[src/hdl/dcso_pkg.sv]
// Package: constants, states and carriers of the drive control and status objects
package dcso_pkg;
    // ============================================================
    // Object indexes and sub-indexes
    localparam logic [15:0] IDX_OUT_SYNC = 16'h1C32;
    localparam logic [15:0] IDX_IN_SYNC = 16'h1C33;
    localparam logic [15:0] IDX_ERROR_CODE = 16'h603F;
    localparam logic [15:0] IDX_CMD_WORD = 16'h6040;
    localparam logic [15:0] IDX_STATE_WORD = 16'h6041;
    localparam logic [7:0] SUB_COUNT = 8'h00;
    localparam logic [7:0] SUB_SYNC_TYPE = 8'h01;
    localparam logic [7:0] SUB_CYCLE_TIME = 8'h02;
    localparam logic [7:0] SUB_SHIFT_TIME = 8'h03;
    localparam logic [7:0] SUB_TYPES_SUPP = 8'h04;
    localparam logic [7:0] SUB_MIN_CYCLE = 8'h05;
    localparam logic [7:0] SUB_CALC_COPY = 8'h06;
    localparam logic [7:0] SUB_DELAY_TIME = 8'h09;
    localparam logic [7:0] SUB_SYNC_ERROR = 8'h20;
    localparam logic [31:0] SYNC_ENTRY_COUNT = 32'h0000_0020;

    // ============================================================
    // Synchronization encodings and fixed values
    localparam logic [15:0] IN_SYNC_FREE_RUN = 16'h0000;
    localparam logic [15:0] IN_SYNC_DC = 16'h0002;
    localparam logic [15:0] IN_SYNC_OUT_EVENT = 16'h0022;
    localparam logic [15:0] OUT_SYNC_FREE_RUN = 16'h0000;
    localparam logic [15:0] OUT_SYNC_EVENT = 16'h0001;
    localparam logic [15:0] OUT_SYNC_DC = 16'h0002;
    localparam logic [15:0] SYNC_TYPE_RESET = 16'h0002;
    localparam logic [31:0] TYPES_SUPPORTED = 32'h0000_0007;
    localparam logic [31:0] MIN_CYCLE_NS = 32'h0007_A120;
    localparam logic [31:0] OUT_CALC_COPY_NS = 32'h0001_E848;
    localparam logic [31:0] IN_CALC_COPY_NS = 32'h0003_0D40;
    localparam logic [31:0] UNSUPPORTED_TIME = 32'h0000_0000;

    // ============================================================
    // Word fields and reset values
    localparam logic [15:0] CMD_WORD_RESET = 16'h0000;
    localparam logic [15:0] ERROR_NONE = 16'h0000;
    localparam logic [7:0] ERROR_HIGH = 8'hFF;
    localparam int CMD_SWITCH_ON = 0;
    localparam int CMD_ENABLE_VOLTAGE = 1;
    localparam int CMD_QUICK_STOP = 2;
    localparam int CMD_ENABLE_OP = 3;
    localparam int CMD_FAULT_RESET = 7;
    localparam int ST_WARNING = 7;
    localparam int ST_INIT_DONE = 9;
    localparam int ST_LIMIT = 11;

    // ============================================================
    // Timing
    localparam int CLK_PERIOD_NS = 25;
    localparam logic [31:0] CLK_NS_STEP = 32'(CLK_PERIOD_NS);

    // ============================================================
    // Types
    typedef enum {
        DCSO_NOT_READY,
        DCSO_SWITCH_ON_DISABLED,
        DCSO_READY,
        DCSO_SWITCHED_ON,
        DCSO_OP_ENABLED,
        DCSO_QUICK_STOP,
        DCSO_FAULT
    } dcso_state_t;

    typedef struct packed {
        logic write;
        logic [15:0] index;
        logic [7:0] sub;
        logic [31:0] wdata;
    } dcso_od_req_t;

    typedef struct packed {
        logic alarm_active;
        logic [7:0] alarm_code;
        logic warning;
        logic init_done;
        logic limit_active;
    } dcso_drive_in_t;
endpackage

[src/hdl/dcso_objects.sv]
// Module: drive control word, status word, error code and sync manager objects
`timescale 1ns/1ps

module dcso_objects
    import dcso_pkg::*;
(
    input wire logic sys_clk,
    input wire logic arst_n,
    input wire logic sync0_pin,
    input wire logic rx_pdo_valid,
    input wire logic [15:0] rx_cmd_word,
    output logic tx_pdo_valid,
    output logic [15:0] tx_state_word,
    output logic [15:0] tx_error_code,
    input wire logic od_req,
    input wire dcso_od_req_t od_cmd,
    output logic od_ack,
    output logic od_err,
    output logic [31:0] od_rdata,
    input wire dcso_drive_in_t drive_in,
    output logic alarm_clear,
    output logic [15:0] cmd_word
);

    // ============================================================
    // Declarations
    logic sync0_meta_reg;
    logic sync0_sync_reg;
    logic sync0_prev_reg;
    logic sync0_rise;
    logic [31:0] period_cnt_reg;
    logic [31:0] cycle_ns_reg;
    logic [15:0] in_sync_type_reg;
    logic [15:0] out_sync_type_reg;
    logic sync_error_reg;
    logic sync0_seen_reg;
    logic [15:0] cmd_word_reg;
    logic [15:0] cmd_word_next;
    logic cmd_update;
    logic fault_reset_rise;
    dcso_state_t state_reg;
    dcso_state_t state_next;
    logic [15:0] state_word;
    logic [15:0] error_code;
    logic od_wr_in_type;
    logic od_wr_out_type;
    logic od_wr_cmd;
    logic in_type_ok;
    logic out_type_ok;
    logic [31:0] rd_value;
    logic rd_hit;
    logic wr_ok;

    // ============================================================
    // SYNC0 pin capture and period measurement

    // Two-flop synchroniser, then edge detect on the second stage
    always_ff @(posedge sys_clk or negedge arst_n)
    begin
        if (!arst_n)
        begin
            sync0_meta_reg <= 1'b0;
            sync0_sync_reg <= 1'b0;
            sync0_prev_reg <= 1'b0;
        end
        else
        begin
            sync0_meta_reg <= sync0_pin;
            sync0_sync_reg <= sync0_meta_reg;
            sync0_prev_reg <= sync0_sync_reg;
        end
    end

    assign sync0_rise = sync0_sync_reg && !sync0_prev_reg;

    // Nanosecond counter between SYNC0 edges; idles at zero until the first edge
    always_ff @(posedge sys_clk or negedge arst_n)
    begin
        if (!arst_n)
        begin
            period_cnt_reg <= 32'h0000_0000;
            cycle_ns_reg <= 32'h0000_0000;
        end
        else if (sync0_rise)
        begin
            period_cnt_reg <= CLK_NS_STEP;
            cycle_ns_reg <= period_cnt_reg;
        end
        else if ((period_cnt_reg != 32'h0000_0000) && (period_cnt_reg != 32'hFFFF_FFFF))
        begin
            period_cnt_reg <= period_cnt_reg + CLK_NS_STEP;
        end
    end

    // ============================================================
    // Object access decode

    // Legal sync type encodings
    assign in_type_ok = (od_cmd.wdata[15:0] == IN_SYNC_FREE_RUN)
        || (od_cmd.wdata[15:0] == IN_SYNC_DC)
        || (od_cmd.wdata[15:0] == IN_SYNC_OUT_EVENT);
    assign out_type_ok = (od_cmd.wdata[15:0] == OUT_SYNC_FREE_RUN)
        || (od_cmd.wdata[15:0] == OUT_SYNC_EVENT)
        || (od_cmd.wdata[15:0] == OUT_SYNC_DC);

    assign od_wr_in_type = od_req && od_cmd.write && (od_cmd.index == IDX_IN_SYNC)
        && (od_cmd.sub == SUB_SYNC_TYPE) && in_type_ok;
    assign od_wr_out_type = od_req && od_cmd.write && (od_cmd.index == IDX_OUT_SYNC)
        && (od_cmd.sub == SUB_SYNC_TYPE) && out_type_ok;
    assign od_wr_cmd = od_req && od_cmd.write && (od_cmd.index == IDX_CMD_WORD)
        && (od_cmd.sub == SUB_COUNT);
    assign wr_ok = od_wr_in_type || od_wr_out_type || od_wr_cmd;

    // Read multiplexer over both sync objects and the profile words
    always_comb
    begin
        rd_value = 32'h0000_0000;
        rd_hit = 1'b1;
        if ((od_cmd.index == IDX_IN_SYNC) || (od_cmd.index == IDX_OUT_SYNC))
        begin
            case (od_cmd.sub)
                SUB_COUNT: rd_value = SYNC_ENTRY_COUNT;
                SUB_SYNC_TYPE: rd_value = {16'h0000, (od_cmd.index == IDX_IN_SYNC)
                    ? in_sync_type_reg : out_sync_type_reg};
                SUB_CYCLE_TIME: rd_value = cycle_ns_reg;
                SUB_SHIFT_TIME: rd_value = UNSUPPORTED_TIME;
                SUB_TYPES_SUPP: rd_value = TYPES_SUPPORTED;
                SUB_MIN_CYCLE: rd_value = MIN_CYCLE_NS;
                SUB_CALC_COPY: rd_value = (od_cmd.index == IDX_IN_SYNC)
                    ? IN_CALC_COPY_NS : OUT_CALC_COPY_NS;
                SUB_DELAY_TIME: rd_value = UNSUPPORTED_TIME;
                SUB_SYNC_ERROR: rd_value = {31'h0000_0000, sync_error_reg};
                default: rd_hit = 1'b0;
            endcase
        end
        else if (od_cmd.sub != SUB_COUNT)
        begin
            rd_hit = 1'b0;
        end
        else
        begin
            case (od_cmd.index)
                IDX_ERROR_CODE: rd_value = {16'h0000, error_code};
                IDX_CMD_WORD: rd_value = {16'h0000, cmd_word_reg};
                IDX_STATE_WORD: rd_value = {16'h0000, state_word};
                default: rd_hit = 1'b0;
            endcase
        end
    end

    // Registered answer one cycle after the request; bad writes flag an error
    always_ff @(posedge sys_clk or negedge arst_n)
    begin
        if (!arst_n)
        begin
            od_ack <= 1'b0;
            od_err <= 1'b0;
            od_rdata <= 32'h0000_0000;
        end
        else
        begin
            od_ack <= od_req;
            od_err <= od_req && (od_cmd.write ? !wr_ok : !rd_hit);
            od_rdata <= (od_req && !od_cmd.write && rd_hit) ? rd_value : 32'h0000_0000;
        end
    end

    // ============================================================
    // Sync type settings and sync error

    // Sync type registers take only legal encodings
    always_ff @(posedge sys_clk or negedge arst_n)
    begin
        if (!arst_n)
        begin
            in_sync_type_reg <= SYNC_TYPE_RESET;
            out_sync_type_reg <= SYNC_TYPE_RESET;
        end
        else
        begin
            if (od_wr_in_type)
            begin
                in_sync_type_reg <= od_cmd.wdata[15:0];
            end
            if (od_wr_out_type)
            begin
                out_sync_type_reg <= od_cmd.wdata[15:0];
            end
        end
    end

    // In SYNC0 mode two updates with no SYNC0 between them is a sync error
    always_ff @(posedge sys_clk or negedge arst_n)
    begin
        if (!arst_n)
        begin
            sync0_seen_reg <= 1'b1;
            sync_error_reg <= 1'b0;
        end
        else
        begin
            if (sync0_rise)
            begin
                sync0_seen_reg <= 1'b1;
            end
            else if (rx_pdo_valid)
            begin
                sync0_seen_reg <= 1'b0;
            end
            if (rx_pdo_valid && !sync0_seen_reg && !sync0_rise
                && (in_sync_type_reg == IN_SYNC_DC))
            begin
                sync_error_reg <= 1'b1;
            end
            else if (od_wr_in_type)
            begin
                sync_error_reg <= 1'b0;
            end
        end
    end

    // ============================================================
    // Command word and fault reset edge

    assign cmd_update = rx_pdo_valid || od_wr_cmd;

    // Process data has priority over an object write in the same cycle
    always_comb
    begin
        cmd_word_next = cmd_word_reg;
        if (rx_pdo_valid)
        begin
            cmd_word_next = rx_cmd_word;
        end
        else if (od_wr_cmd)
        begin
            cmd_word_next = od_cmd.wdata[15:0];
        end
    end

    // Edge against the value of the previous update only
    assign fault_reset_rise = cmd_update && cmd_word_next[CMD_FAULT_RESET]
        && !cmd_word_reg[CMD_FAULT_RESET];

    // Command word register
    always_ff @(posedge sys_clk or negedge arst_n)
    begin
        if (!arst_n)
        begin
            cmd_word_reg <= CMD_WORD_RESET;
            alarm_clear <= 1'b0;
        end
        else
        begin
            cmd_word_reg <= cmd_word_next;
            alarm_clear <= fault_reset_rise && (state_reg == DCSO_FAULT);
        end
    end

    assign cmd_word = cmd_word_reg;

    // ============================================================
    // Drive state machine

    // Transitions chosen by command bits 0 to 3, by init_done, by an alarm and by the bit 7 fault reset edge
    always_comb
    begin
        state_next = state_reg;
        case (state_reg)
            DCSO_NOT_READY:
                if (drive_in.init_done)
                begin
                    state_next = DCSO_SWITCH_ON_DISABLED;
                end
            DCSO_SWITCH_ON_DISABLED:
                if (cmd_word_reg[CMD_ENABLE_VOLTAGE] && cmd_word_reg[CMD_QUICK_STOP]
                    && !cmd_word_reg[CMD_SWITCH_ON])
                begin
                    state_next = DCSO_READY;
                end
            DCSO_READY:
                if (!cmd_word_reg[CMD_ENABLE_VOLTAGE] || !cmd_word_reg[CMD_QUICK_STOP])
                begin
                    state_next = DCSO_SWITCH_ON_DISABLED;
                end
                else if (cmd_word_reg[CMD_SWITCH_ON])
                begin
                    state_next = DCSO_SWITCHED_ON;
                end
            DCSO_SWITCHED_ON:
                if (!cmd_word_reg[CMD_ENABLE_VOLTAGE] || !cmd_word_reg[CMD_QUICK_STOP])
                begin
                    state_next = DCSO_SWITCH_ON_DISABLED;
                end
                else if (!cmd_word_reg[CMD_SWITCH_ON])
                begin
                    state_next = DCSO_READY;
                end
                else if (cmd_word_reg[CMD_ENABLE_OP])
                begin
                    state_next = DCSO_OP_ENABLED;
                end
            DCSO_OP_ENABLED:
                if (!cmd_word_reg[CMD_ENABLE_VOLTAGE])
                begin
                    state_next = DCSO_SWITCH_ON_DISABLED;
                end
                else if (!cmd_word_reg[CMD_QUICK_STOP])
                begin
                    state_next = DCSO_QUICK_STOP;
                end
                else if (!cmd_word_reg[CMD_SWITCH_ON])
                begin
                    state_next = DCSO_READY;
                end
                else if (!cmd_word_reg[CMD_ENABLE_OP])
                begin
                    state_next = DCSO_SWITCHED_ON;
                end
            DCSO_QUICK_STOP:
                if (!cmd_word_reg[CMD_ENABLE_VOLTAGE])
                begin
                    state_next = DCSO_SWITCH_ON_DISABLED;
                end
            DCSO_FAULT:
                if (fault_reset_rise)
                begin
                    state_next = DCSO_SWITCH_ON_DISABLED;
                end
            default:
                state_next = DCSO_NOT_READY;
        endcase
        // An alarm overrides any command, except the reset edge leaving fault
        if (drive_in.alarm_active && !(state_reg == DCSO_FAULT && fault_reset_rise))
        begin
            state_next = DCSO_FAULT;
        end
    end

    // State register
    always_ff @(posedge sys_clk or negedge arst_n)
    begin
        if (!arst_n)
        begin
            state_reg <= DCSO_NOT_READY;
        end
        else
        begin
            state_reg <= state_next;
        end
    end

    // ============================================================
    // Status word and error code

    // State bits 0 to 6 plus warning, init and limit indications
    always_comb
    begin
        state_word = 16'h0000;
        case (state_reg)
            DCSO_SWITCH_ON_DISABLED: state_word[6:0] = 7'h40;
            DCSO_READY: state_word[6:0] = 7'h21;
            DCSO_SWITCHED_ON: state_word[6:0] = 7'h23;
            DCSO_OP_ENABLED: state_word[6:0] = 7'h27;
            DCSO_QUICK_STOP: state_word[6:0] = 7'h07;
            DCSO_FAULT: state_word[6:0] = 7'h08;
            default: state_word[6:0] = 7'h00;
        endcase
        state_word[4] = cmd_word_reg[CMD_ENABLE_VOLTAGE] && (state_reg != DCSO_NOT_READY)
            && (state_reg != DCSO_SWITCH_ON_DISABLED);
        state_word[ST_WARNING] = drive_in.warning;
        state_word[ST_INIT_DONE] = drive_in.init_done;
        state_word[ST_LIMIT] = drive_in.limit_active;
    end

    // Alarm code in the low byte under a fixed high byte
    assign error_code = drive_in.alarm_active
        ? {ERROR_HIGH, drive_in.alarm_code}
        : ERROR_NONE;

    // Transmit words captured on every process data cycle
    always_ff @(posedge sys_clk or negedge arst_n)
    begin
        if (!arst_n)
        begin
            tx_pdo_valid <= 1'b0;
            tx_state_word <= 16'h0000;
            tx_error_code <= ERROR_NONE;
        end
        else
        begin
            tx_pdo_valid <= rx_pdo_valid;
            if (rx_pdo_valid)
            begin
                tx_state_word <= state_word;
                tx_error_code <= error_code;
            end
        end
    end

endmodule

[config.mk]
export PLATFORM = sky130hd
export DESIGN_NAME = dcso_objects
export DESIGN_NICKNAME = d
export VERILOG_FILES = /design/src/hdl/dcso_pkg.sv /design/src/hdl/dcso_objects.sv
export SDC_FILE = /design/constraint.sdc
export NUM_CORES = 1
export LEC_CHECK = 0
export ABC_AREA = 1
export BUFFER_PORTS_ARGS = -buffer_cell sky130_fd_sc_hd__buf_2
export CAP_MARGIN = 20
export CORE_MARGIN = 10
export CORE_UTILIZATION = 23
export DETAILED_ROUTE_END_ITERATION = 7
export HOLD_SLACK_MARGIN = 0.15
export PLACE_DENSITY = 0.48
export SLEW_MARGIN = 10
export SYNTH_ARGS = -nofsm -noshare
export SYNTH_HDL_FRONTEND = slang
export SYNTH_SLANG_ARGS = --single-unit
[constraint.sdc]
create_clock -name sys_clk -period 2.35 [get_ports sys_clk]
set_clock_uncertainty 0.05 [all_clocks]
set_input_delay 0.3525 -clock sys_clk [delete_from_list [all_inputs] [get_ports sys_clk]]
set_output_delay 0.3525 -clock sys_clk [all_outputs]
set_load 0.02 [all_outputs]
==> results list <==
- Category of the worst setup path launch point: primary input
- The number of antenna diodes in the final layout is 0.
- For flop-to-flop paths, the worst setup slack is roughly 0.19 ns.
- Number of global-route vias before repair: 8,671
- Routed via count: between 8,000 and 9,000
* Synthesized area per cell: approximately 7.6 um^2
- In the final timing run, aggregate negative setup slack is 0 ns.
- Worst Tran Pin Value: between 0.6 and 0.7 ns
- Of all flip-flops after synthesis, the portion carrying an async set or reset was 100%.
* Number of antenna violations at the first check in global routing: 0
- Number of synthesized flops with an enable pin: 0
- Switching Share: between 30% and 40%
* TritonRoute pass-1 iters: 5
- Element type at the critical path end: flop
* Routed via count divided by cell count: about 4.5
* Fin nets: ~1,500
* Worst hold stages: 3
* Buffer count from post-CTS setup fixing: 0
- Worst supply voltage drop on vdd: about 510 uV
- Setup repair after global routing left no endpoint under its margin.
- Ys flop type: dfrtp_1
* Wire length of the first global-routing pass: between 50,000 and 60,000 um
- # rows: approximately 70
- Crit Path Class: primary input to flop
- In this run the worst path has a maximum fanout of 11.
- CTS root buf: clkbuf_16
- STA puts the critical path data arrival time at ~2.5 ns.
* H-Tree Level Count: 4
- Total DRC errors in the routed layout: 0
* End of the worst hold path: tx_error_code[7]
- The detailed router finished its first iteration with 708 violations.
- The tool flagged a number of max-cap violations equal to 0.
* Fraction of the core area covered by cells at the end of the flow: 29.9%
- Core Region: 38,900 um^2
- Final Routed Wirelength: 32,700 um
* Internal power consumption: 0.00531 W
* Clock power frac: 36.2%
- Clock insertion delay at the later pin of the skew report: roughly 0.44 ns
- Entering global routing, the biggest net connects 56 pins.
- Post-synth cell types: 50
- Final weighted congestion in routability-driven placement: 0.931
- Sequential element share of the synthesized area: between 40% and 50%
- Tmin final: between 2 and 2.5 ns
* Final critical-path share of the clock period: 95.4%
* Instance count of the mapped netlist: approximately 1,200
* Worst min-delay path startpoint: drive_in[10]
- After detailed placement, the design holds a cell count of about 1,900.
- The tightest min-delay check is of the primary input to flop type.
* Register bit total from synthesis: between 150 and 200
- Measured against its own limit, the worst slew margin works out to 59.8%.
- Most frequent cells in the layout: 316 x nand2_1, 172 x dfrtp_1, 158 x inv_1
- The die covers between 40,000 and 50,000 um^2.
- Floorplan die height: 219 um
- Total half-perimeter wirelength after legalization and detailed placement: around 26,000 um
- TritonCTS built the clock tree.
- Most frequent standard cell in the layout excluding fill and tap cells: nand2_1
* Mean routed wirelength per cell: 16.8 um
- Netlist area before placement: 9140 um^2
* Worst Reg-to-Reg Cells: 9
- The clock passes through at most 2 buffers.
* TritonCTS Sinks: 175
* Pins over their slew limit: 0
- In this run, flip-flops and latches consume 43.7% of the power.
- Max Fclk: 0.446 GHz
- The number of hold-slack violations in the final timing report was 0.
* Die outline width: roughly 220 um
- Global routing finished with a remaining overflow of 0.
- In this run the power spent charging and discharging nets is 0.00265 W.
- TritonCTS created 17 clock buffers.
- For this configuration, the core starts out at a cell density of 23.5%.
* CTS clk-pin slew, worst paths: about 0.070 ns
* R2r startpoint: period_cnt_reg[0]
- Count of non-filler cells in the finished layout: between 1,500 and 2,000
* Fraction of final layout cells sized beyond drive strength 1: about a fifth
- The count of nets left with antenna violations once routing finished came out at 0.
- Combinational logic is responsible for roughly 20% of the overall power.
- All-layer global routing usage: between 10% and 20%
* Critical R2R Capture: period_cnt_reg[26]
- PD cells: slightly below 700 nW/um^2
* Count of buffers inserted at the top-level ports: approximately 150
* Warnings, synthesis: 0
- Compared with the post-synthesis result, the final layout area differs by 27.3%.
- In this run the static leakage power is 5.93 nW.
- Setup violations remaining at the end of the flow were counted as 0.
- Critical Path RT: between 2 and 3 ns
* # IOs: roughly 170
- Result of the run: finished, final reports clean
[kinds of logic after synthesis]
kind of cell,after synthesis,synth area share (%)
AND/OR/NAND/NOR,636,31.1
buffers and inverters,212,9.63
flip-flops,175,48.0
AO/OA/AOI/OAI,170,10.6
XOR/XNOR,4,0.383
adder cells (fa/ha/maj),2,0.274
other,1,0.0411
[worst max path at each step]
| stage | from | endpoint | cells past startpoint |
|---|---|---|---|
| floorplan | cmd_word[1] | state_reg[2] | 9 |
| global placement | od_cmd[52] | od_rdata[31] | 13 |
| detailed placement | od_cmd[52] | od_rdata[31] | 13 |
| CTS | od_req | cmd_word[9] | 11 |
| global route | period_cnt_reg[0] | period_cnt_reg[26] | 9 |
| finish | od_req | cmd_word[9] | 11 |
[timing repair]
| action | CTS | global route |
|---|---|---|
| hold endpoints to repair | 72 | 0 |
| setup endpoints to repair | 0 | 18 |
| hold buffers | 24 | 0 |
| gates resized for setup | 0 | 3 |
[synthesized netlist by cell type, types with 2 or more instances]
| master | number | area [um^2] |
|---|---|---|
| clkinv_1 | 2 | 7.51 |
| o21ai_0 | 90 | 450 |
| buf_4 | 16 | 120 |
| or2_2 | 12 | 75.1 |
| nand3_2 | 3 | 30.0 |
| xor2_1 | 4 | 35.0 |
| buf_2 | 7 | 35.0 |
| ha_1 | 2 | 25.0 |
| o211ai_1 | 8 | 60.1 |
| nor2_1 | 121 | 454 |
| a21oi_2 | 3 | 26.3 |
| o311ai_0 | 6 | 52.6 |
| nand2_1 | 316 | 1190 |
| buf_6 | 2 | 22.5 |
| o21ai_2 | 2 | 17.5 |
| nand4_1 | 34 | 213 |
| nor2_2 | 5 | 31.3 |
| clkbuf_1 | 22 | 82.6 |
| inv_1 | 158 | 593 |
| o22ai_1 | 3 | 18.8 |
| inv_2 | 4 | 15.0 |
| nor3_1 | 34 | 170 |
| nor3_2 | 3 | 30.0 |
| a31oi_1 | 3 | 18.8 |
| nor3b_1 | 2 | 15.0 |
| a211oi_1 | 4 | 30.0 |
| dfrtp_1 | 172 | 4300 |
| nand2_2 | 2 | 12.5 |
| nand3_1 | 77 | 385 |
| a21oi_1 | 42 | 210 |
| o2111ai_1 | 2 | 17.5 |
| dfstp_2 | 3 | 78.8 |
| nand4_2 | 2 | 25.0 |
| nor4_1 | 17 | 106 |
| nor2_4 | 2 | 22.5 |
[stage by stage]
| stage | instance area [um^2] | hold WS (ns) | power [W] | setup WS [ns] |
|---|---|---|---|---|
| 2_1_floorplan | 9150 | 0.00691 | 0.00439 | 0.499 |
| 3_3_place_gp | 10800 | 0.284 | 0.00509 | -0.0595 |
| 3_5_place_dp | 10800 | 0.291 | 0.00511 | -0.0631 |
| 4_1_cts | 11600 | 0.152 | 0.00804 | 0.132 |
| 5_1_grt | 11600 | 0.158 | 0.00838 | 0.00199 |
| 6_report | 11600 | 0.164 | 0.00796 | 0.109 |
[power groups by stage]
stage	combinational [W]	clock, W	sequential [W]
after floorplan	0.000791	0	0.00360
after CTS	0.00161	0.00295	0.00348
after global routing	0.00179	0.00307	0.00352
after detailed placement	0.00157	0	0.00353
after global placement	0.00156	0	0.00353
final	0.00160	0.00288	0.00348
[critical path: stages]
cell and delay [ns]:
dlygate4sd3_1 0.51, buf_2 0.11, nand2_1 0.10, inv_1 0.17
nand2_1 0.11, nor2_2 0.20, nor2_1 0.09, buf_4 0.19
nand2_1 0.07, nand3_1 0.06, dlygate4sd3_1 0.56
[area by class of cell]
cell class                 instances  area, um^2
tap                              518         648
clock buffer                      18         439
timing repair buffer             233        1490
fill                            4277       27300
sequential                       175        4380
clock inverter                    14         151
inverter                         164         616
multi-input combinational        818        3900
[metal layers]
layer  vias up  track usage, %  wire length (um)
met4         0            3.91               616
met1      4115            17.3             14800
li1       4287               -                 -
met5         -               0                 0
met3        35            2.79              1830
met2       233            22.6             15400
Note: power is estimated with default switching activity, not from simulation.
